`src/core/grs_regs.vh`:
```
// Constants for the controller reset, abort and polling-status block.
// Assumes a 50 MHz core clock; included by the block's single design file.
`ifndef GRS_REGS_VH
`define GRS_REGS_VH

// Clock period in ns and clear pulse minimum in us
`define GRS_CLK_NS          20
`define GRS_IFC_MIN_US      100
// Least clear pulse in cycles, rounded up
`define GRS_IFC_CYCLES      ((`GRS_IFC_MIN_US * 1000 + `GRS_CLK_NS - 1) / `GRS_CLK_NS)

// Interrupt status bit positions
`define GRS_ST_OBF          0
`define GRS_ST_IBF          1
`define GRS_ST_TASK         2
`define GRS_ST_IFC          3
`define GRS_ST_EV           4
`define GRS_ST_ERR          5
`define GRS_ST_SRQ          6
`define GRS_ST_SYC          7

// Interrupt mask bit positions
`define GRS_MK_TASK         0
`define GRS_MK_SPEC         1
`define GRS_MK_OBF          2
`define GRS_MK_IBF          3

// Reset values
`define GRS_RST_STATUS      8'h00
`define GRS_RST_MASK        8'h00
`define GRS_RST_ERR         8'h00
`define GRS_RST_ERRMASK     8'h00
`define GRS_RST_TIMEOUT     8'h00
`define GRS_RST_EVCNT       8'h00

`endif

```
`src/core/grs_ctrl.v`:
```
// Reset sequencer, abort and polling status of an IEEE-488 controller companion.
// Assumes all inputs synchronous to core_clk_i; bus outputs are active low.
`timescale 1ns/1ns
`include "grs_regs.vh"

module grs_ctrl (
    input  wire       core_clk_i,
    input  wire       reset_i,
    input  wire       soft_reset_i,
    input  wire       is_sys_ctrl_i,
    input  wire       ifc_received_i,
    input  wire       out_buf_full_flag_i,
    input  wire       in_buf_full_flag_i,
    input  wire       task_done_set_i,
    input  wire       srq_event_i,
    input  wire       err_event_i,
    input  wire       count_event_i,
    input  wire       count_enable_set_i,
    input  wire       mask_wr_i,
    input  wire [7:0] mask_data_i,
    input  wire       ack_wr_i,
    input  wire [7:0] ack_data_i,
    output reg  [7:0] int_status_o,
    output reg  [7:0] int_mask_o,
    output reg  [7:0] err_flag_o,
    output reg  [7:0] err_mask_o,
    output reg  [7:0] timeout_o,
    output reg  [7:0] event_count_o,
    output reg        count_enabled_o,
    output reg        srq_n_o,
    output reg        attention_out_n_o,
    output reg        ifc_n_o,
    output reg        ren_n_o,
    output reg        eoi_n_o,
    output reg        dav_n_o,
    output reg        in_charge_out_n_o,
    output reg        system_ctrl_out_n_o,
    output reg        task_done_irq_o,
    output reg        special_irq_o,
    output reg        out_buf_full_irq_o,
    output reg        in_buf_not_full_irq_o,
    output reg        clear_latch_out_o,
    output reg        in_cacs_o,
    output reg        busy_o
);

    // Sequencer states
    localparam [2:0] ST_BUS_HIGH = 3'h0;
    localparam [2:0] ST_IRQ_LOW  = 3'h1;
    localparam [2:0] ST_CLR_REGS = 3'h2;
    localparam [2:0] ST_DECIDE   = 3'h3;
    localparam [2:0] ST_ABORT    = 3'h4;
    localparam [2:0] ST_IDLE     = 3'h5;

    // Last count of the clear pulse, cut to the counter width
    localparam integer IFC_CYCLES = `GRS_IFC_CYCLES;
    localparam [12:0]  IFC_LAST   = IFC_CYCLES[12:0] - 13'h0001;

    // Sequencer state, clear pulse counter and next polled status
    reg [2:0]  state_reg;
    reg [12:0] ifc_cnt_reg;
    reg [7:0]  status_next;

    // Any reset source restarts the same sequence
    wire any_reset = reset_i | soft_reset_i;

    // Interrupt line: pending condition passed only when enabled
    function irq_gate;
        input pending;
        input enable;
        begin
            irq_gate = pending & enable;
        end
    endfunction

    // Sticky special events, set wins over acknowledge
    always @* begin
        status_next = int_status_o & ~(ack_wr_i ? ack_data_i : 8'h00);
        // Buffer flags follow their pins directly
        status_next[`GRS_ST_OBF] = out_buf_full_flag_i;
        status_next[`GRS_ST_IBF] = in_buf_full_flag_i;
        status_next[`GRS_ST_SYC] = is_sys_ctrl_i;
        if (task_done_set_i)
            status_next[`GRS_ST_TASK] = 1'b1;
        if (ifc_received_i)
            status_next[`GRS_ST_IFC] = 1'b1;
        // Terminal count: the 256th event takes the counter from 01 to 00
        if (count_event_i && count_enabled_o && event_count_o == 8'h01)
            status_next[`GRS_ST_EV] = 1'b1;
        if (err_event_i)
            status_next[`GRS_ST_ERR] = 1'b1;
        if (srq_event_i)
            status_next[`GRS_ST_SRQ] = 1'b1;
    end

    // Reset sequence, abort pulse and register file
    always @(posedge core_clk_i) begin
        if (any_reset) begin
            // Bus lines released, interrupt lines parked high
            state_reg           <= ST_BUS_HIGH;
            ifc_cnt_reg         <= 13'h0000;
            busy_o              <= 1'b1;
            in_cacs_o           <= 1'b0;
            srq_n_o             <= 1'b1;
            attention_out_n_o   <= 1'b1;
            ifc_n_o             <= 1'b1;
            ren_n_o             <= 1'b1;
            eoi_n_o             <= 1'b1;
            dav_n_o             <= 1'b1;
            in_charge_out_n_o   <= 1'b1;
            system_ctrl_out_n_o <= 1'b1;
            task_done_irq_o     <= 1'b1;
            special_irq_o       <= 1'b1;
            out_buf_full_irq_o  <= 1'b1;
            in_buf_not_full_irq_o <= 1'b1;
            clear_latch_out_o   <= 1'b1;
            int_status_o        <= `GRS_RST_STATUS;
            int_mask_o          <= `GRS_RST_MASK;
            err_flag_o          <= `GRS_RST_ERR;
            err_mask_o          <= `GRS_RST_ERRMASK;
            timeout_o           <= `GRS_RST_TIMEOUT;
            event_count_o       <= `GRS_RST_EVCNT;
            count_enabled_o     <= 1'b0;
        end else begin
            case (state_reg)
                ST_BUS_HIGH: begin
                    // Bus lines stay released for this cycle
                    state_reg <= ST_IRQ_LOW;
                end
                ST_IRQ_LOW: begin
                    // Interrupt lines and clear latch fall together
                    task_done_irq_o       <= 1'b0;
                    special_irq_o         <= 1'b0;
                    out_buf_full_irq_o    <= 1'b0;
                    in_buf_not_full_irq_o <= 1'b0;
                    clear_latch_out_o     <= 1'b0;
                    state_reg             <= ST_CLR_REGS;
                end
                ST_CLR_REGS: begin
                    // Registers already hold reset values; counter loaded with 00 and disabled
                    int_status_o    <= `GRS_RST_STATUS;
                    int_mask_o      <= `GRS_RST_MASK;
                    err_flag_o      <= `GRS_RST_ERR;
                    err_mask_o      <= `GRS_RST_ERRMASK;
                    timeout_o       <= `GRS_RST_TIMEOUT;
                    event_count_o   <= `GRS_RST_EVCNT;
                    count_enabled_o <= 1'b0;
                    state_reg       <= ST_DECIDE;
                end
                ST_DECIDE: begin
                    // System controller seizes the bus by an abort
                    system_ctrl_out_n_o <= ~is_sys_ctrl_i;
                    if (is_sys_ctrl_i) begin
                        ifc_n_o     <= 1'b0;
                        ifc_cnt_reg <= 13'h0000;
                        state_reg   <= ST_ABORT;
                    end else begin
                        busy_o    <= 1'b0;
                        state_reg <= ST_IDLE;
                    end
                end
                ST_ABORT: begin
                    // Hold clear for the full minimum pulse
                    if (ifc_cnt_reg == IFC_LAST) begin
                        ifc_n_o           <= 1'b1;
                        attention_out_n_o <= 1'b0;
                        in_charge_out_n_o <= 1'b0;
                        in_cacs_o         <= 1'b1;
                        busy_o            <= 1'b0;
                        state_reg         <= ST_IDLE;
                    end else begin
                        ifc_cnt_reg <= ifc_cnt_reg + 13'h0001;
                    end
                end
                ST_IDLE: begin
                    // Polled status and mask writes
                    int_status_o <= status_next;
                    if (mask_wr_i)
                        int_mask_o <= mask_data_i;
                    // Counter runs only once enabled
                    if (count_enable_set_i)
                        count_enabled_o <= 1'b1;
                    if (count_event_i && count_enabled_o)
                        event_count_o <= event_count_o - 8'h01;
                    // Interrupt outputs gated by the mask
                    task_done_irq_o <= irq_gate(status_next[`GRS_ST_TASK],
                                                int_mask_o[`GRS_MK_TASK]);
                    special_irq_o <= irq_gate(|status_next[`GRS_ST_SRQ:`GRS_ST_IFC],
                                              int_mask_o[`GRS_MK_SPEC]);
                    out_buf_full_irq_o <= irq_gate(out_buf_full_flag_i,
                                                   int_mask_o[`GRS_MK_OBF]);
                    in_buf_not_full_irq_o <= irq_gate(~in_buf_full_flag_i,
                                                      int_mask_o[`GRS_MK_IBF]);
                    clear_latch_out_o <= ifc_received_i;
                    // Received clear aborts control: release attention and EOI
                    if (ifc_received_i && !is_sys_ctrl_i) begin
                        attention_out_n_o <= 1'b1;
                        eoi_n_o           <= 1'b1;
                        in_charge_out_n_o <= 1'b1;
                        dav_n_o           <= 1'b1;
                        in_cacs_o         <= 1'b0;
                    end
                end
                default: begin
                    state_reg <= ST_BUS_HIGH;
                end
            endcase
        end
    end

endmodule // grs_ctrl

```
`config.mk`:
```
export PLATFORM = sky130hd
export DESIGN_NAME = grs_ctrl
export DESIGN_NICKNAME = d
export VERILOG_FILES = /design/src/core/grs_ctrl.v
export VERILOG_INCLUDE_DIRS = /design/src /design/src/core
export SDC_FILE = /design/constraint.sdc
export NUM_CORES = 1
export LEC_CHECK = 0
export BUFFER_PORTS_ARGS = -buffer_cell sky130_fd_sc_hd__buf_4
export CORE_MARGIN = 2
export CORE_UTILIZATION = 41
export CTS_BUF_LIST = sky130_fd_sc_hd__clkbuf_16
export DETAILED_ROUTE_END_ITERATION = 8
export PLACE_DENSITY = 0.68
export SETUP_SLACK_MARGIN = 0.5
export SLEW_MARGIN = 30
export SYNTH_ARGS = -nofsm -noshare
export SYNTH_HDL_FRONTEND = slang
export SYNTH_SLANG_ARGS = --single-unit
```
`constraint.sdc`:
```
create_clock -name core_clk_i -period 2 [get_ports core_clk_i]
set_input_delay 0.6 -clock core_clk_i [delete_from_list [all_inputs] [get_ports core_clk_i]]
set_output_delay 0.6 -clock core_clk_i [all_outputs]
set_load 0.02 [all_outputs]
```
# --- After elaboration in Yosys (flattened, before gate mapping) ---
# Index checks and enable logic that the tools add are counted.
word_totals:
  regBits: 51
  output_inout_bits: 64
  wordCells: 95
classes:
  add_sub_neg: 2
  n_eq_ne: 15
  n_mux: 34
  bitwise: 10
  n_reduce_logical: 18
op_table:
  columns: ["cell", "n"]
  rows:
  - ["$pmux W8 S2", 3]
  - ["$mux W13", 2]
  - ["$pmux W13 S2", 1]
  - ["$pmux W1 S2", 10]
  - ["$pmux W3 S6", 1]
  - ["$mux W8", 2]
  - ["$ne A2 B2 Y1 const B", 8]
  - ["$add A13 B1 Y13 const B", 1]
  - ["$eq A13 B13 Y1 const B", 1]
  - ["$mux W1", 13]
  - ["$reduce_and A3 Y1", 4]
  - ["$eq A8 B1 Y1 const B", 1]
  - ["$reduce_and A2 Y1", 4]
  - ["$reduce_bool A2 Y1", 4]
  - ["$sub A8 B1 Y8 const B", 1]
  - ["$and A7 B7 Y7", 1]
  - ["$mux W7", 1]
  - ["$not A7 Y7", 1]
  - ["$eq A3 B2 Y1 const B", 2]
  - ["$eq A3 B3 Y1 const B", 2]
  - ["$and A1 B1 Y1", 4]
  - ["$reduce_or A4 Y1", 1]
  - ["$eq A3 B1 Y1 const B", 1]
  - ["$logic_and A1 B1 Y1", 3]
  - ["5 further kinds", 7]

# --- Depth between registers and ports, before layout ---
logic_depth:
  word_depth: 7
  depth_mapped: 7
  mapped_depth_nobuf: 6

# --- Worst setup path after synthesis ---
# OpenSTA, ideal clock, no wires.
synth_path:
  path_kind: "register to register"
  startpoint: "register ifc_cnt_reg[0]"
  endpoint: "register ifc_cnt_reg[11]"
  setup_ps: 72
  arrival_ps: 1679
  slack_ps: 250
  path_stages_with_launch: 8
  cell_sequence: "dfxtp_1 > ha_1 > nand4_1 > and3b_1 > buf_2 > buf_4 > nor4b_1 > mux2i_1"
synth_between:
  elab_chain_cells: 3
synth_rtl:
  columns: ["item", "line", "rtl"]
  rows:
  - ["start: declaration", "grs_ctrl.v:61", "reg [12:0] ifc_cnt_reg;"]
  - ["start signal: assignment", "grs_ctrl.v:172", "ifc_cnt_reg <= ifc_cnt_reg + 13'h0001;"]
  - ["$add A13 B1 Y13 / $eq A13 B13 Y1 (equally long branches)", "grs_ctrl.v:172, grs_ctrl.v:164", null]
  - ["$mux W13 / $ne A2 B2 Y1 (equally long branches)", null, null]
  - ["$pmux W13 S2 / $reduce_and A3 Y1 (equally long branches)", null, null]
# Parallel ways exist; a longest one is shown, timed or not. The select of a mux whose other input is x is not followed.
# A chain may end at the register's enable or synchronous reset.

# --- Worst setup path in the final report ---
layout_path:
  startpoint: "register ifc_cnt_reg[1]"
  endpoint: "register ifc_cnt_reg[8]"
# Same word-level chain as after synthesis.

==> reports/qor.yml <==
status:
  outcome: "finished clean"
hold_path:
  hp-class: "register to register"
cells_and_area:
  multiInputGateArea_um2: 1510
  nFillCells: 498
  syn_to_final_growth_pct: 45.6
  insertedDiodeCount: 0
  post-route-cell-area_um2: 3680
  layoutNonFillerInstCount: 473
  drive_above_1_share: 0.420
  largest_reg_flops: 13
  seq_area_um2: 1060
  fin_nets: 430
global_routing:
  overflow: 0
  grt_pass1_wl_um: 10500
  grt_pass1_vias: 2266
  gr-usage-all-layers: 0.200
  grt_start_max_net_pins: 26
  antenna_found_initial: 0
yosys:
  yosysUniqueCellTypes: 52
  synth_edf_count: 0
  synth-seq-cells: 51
  yosysTopAreaCell: "dfxtp_1"
  netlist_top_cells_count: "dfxtp_1 (51), a21oi_1 (33), buf_4 (31), nand2_1 (31), nor2_1 (22)"
  synth-main-ff-cell: "dfxtp_1"
  syn_area_um2: 2530
  synth_top_cell_area_share: 0.404
  synthCells: 306
  synth.most_common_cell: "dfxtp_1"
  async_flop_share: 0
  synth-seq-area-share: 0.404
  syn_area_per_cell_um2: 8.27
  synth-warning-count: 0
  synthTopCellsByArea: "dfxtp_1 (40%), buf_4 (9.2%), a21oi_1 (6.5%)"
floorplan:
  core-area_um2: 5960
  placementRows: 28
  die_x_um: 82.6
  start_util: 0.425
  io-pin-count: 94
  die_area_um2: 6810
  die_h_um: 82.6
routing:
  routedWlPerCell_um: 15.2
  ant_nets: 0
  wl_um: 7190
  firstDrtPassIters: 4
  remaining_drc_errors: 0
  drt-initial-drc-count: 163
  dr_total_vias: 2533
  vias_per_cell: 5.36
clock_tree:
  cts.clk_slew.worst_paths_ns: 0.07
  clkSinkCount: 51
  cts_buffers: 5
  cts_buffer_depth: 2
  root_buffer: "clkbuf_16"
  insertion_delay_ns: 0.29
  ctsHoldBuffers: 0
  cts_tree: "built"
  h-tree-depth: 2
timing:
  fin_skew_ns: 0.00601
  finalCritPeriodShare: 0.849
  fmaxAchievable_mhz: 589
  worst_hold_slack_ns: 0.469
  tns_ns: 0
  finalMaxSlewViolations: 0
  hold_viol: 0
  period_minus_slack_ns: 1.70
  setup_viol: 0
  rsz0062_at_grt: "true"
placement:
  post_dp_cell_area_um2: 3010
  routabilityCongestion: 0.823
  io_buffer_count: 62
  place_inst: 433
  hpwl_um: 4430
job:
  cap_violations: 0
setup_path:
  crit_path_end_kind: "register"
  cp.arrival_ns: 1.93
  required_ns: 2.23
  path_max_fanout: 8
  critPathKind: "register to register"
  crit_path_start_kind: "register"
  reg2reg_slack_ns: 0.30
power:
  peakVddDrop_mv: 0.398
  finalPower_mw: 2.07
  power_density_nw_per_um2: 562
  power_leakage_nw: 1.51
## cell type report
type | instances | share of cell area
multi-input combinational | 232 | 0.411
tap | 75 | 0.0255
timing repair buffer | 102 | 0.234
inverter | 5 | 0.00509
sequential | 51 | 0.287
clock inverter | 3 | 0.00407
clock buffer | 5 | 0.0340
## critical path, cell delays in order (launching register included)
cell and delay [ns]:
dfxtp_4 0.36, ha_4 0.16, nand4_1 0.11, and3b_2 0.26
buf_8 0.14, or4_4 0.47, a21oi_2 0.13
## logic make-up (layout without fill, tap and decap cells)
kind of cell,count (synthesis),in the layout,share of synthesized area
buf+inv,49,115,0.122
fa+ha+maj,3,3,0.0148
flops,51,51,0.404
other cells,2,28,0.00297
compound gates,73,73,0.172
simple gates,123,123,0.266
xor+xnor,3,3,0.0104
mux,2,2,0.00841
## metrics by stage
stage / utilization / setup slack [ns]
2_1_floorplan: - / 0.448
3_3_place_gp: 0.506 / 0.284
3_5_place_dp: 0.506 / 0.260
4_1_cts: 0.561 / 0.343
5_1_grt: 0.619 / 0.269
6_report: 0.619 / 0.302
## final timing paths
path,from,endpoint,cells after the start
worst max-delay path,ifc_cnt_reg[1]$_SDFFE_PP0P_,ifc_cnt_reg[8]$_SDFFE_PP0P_,6
worst min-delay path,int_mask_o[5]$_SDFFE_PP0P_,int_mask_o[5]$_SDFFE_PP0P_,2
worst min register to register,int_mask_o[5]$_SDFFE_PP0P_,int_mask_o[5]$_SDFFE_PP0P_,2
worst max register to register,ifc_cnt_reg[1]$_SDFFE_PP0P_,ifc_cnt_reg[8]$_SDFFE_PP0P_,6
## power breakdown
part	internal, mW	leakage (nW)	switching (mW)
clock network	0.458	0.0753	0.380
registers	1.02	0.422	0.00987
logic	0.0825	1.01	0.123
total	1.56	1.51	0.513
## layout by cell type (no fill, tap or decap), types with 4 or more instances in the layout
cell	n
a21oi_1	28
a21oi_2	5
buf_4	90
buf_6	6
clkbuf_16	6
conb_1	28
dfxtp_1	34
dfxtp_2	11
dfxtp_4	6
nand2_1	28
nand2b_1	4
nand3_1	13
nand4_1	4
nor2_1	21
nor3_1	6
o21ai_0	14
or3_1	9
## layer usage
layer,part of all wire,GRT usage,routed length [µm],up-vias
met4,0.017,0.0656,120,0
met3,0.063,0.0576,455,14
met2,0.49,0.335,3550,85
met5,0,0,0,-
met1,0.43,0.248,3070,1218
li1,-,-,-,1216
## timing repair
| item | CTS | global route |
|---|---|---|
| pin swaps | 16 | 28 |
| endpoints found under the setup margin | 28 | 44 |
| gates cloned | 1 | 2 |
| setup buffers | 10 | 19 |
| resized for setup | 18 | 52 |
Note: power is estimated with default switching activity, not from simulation.
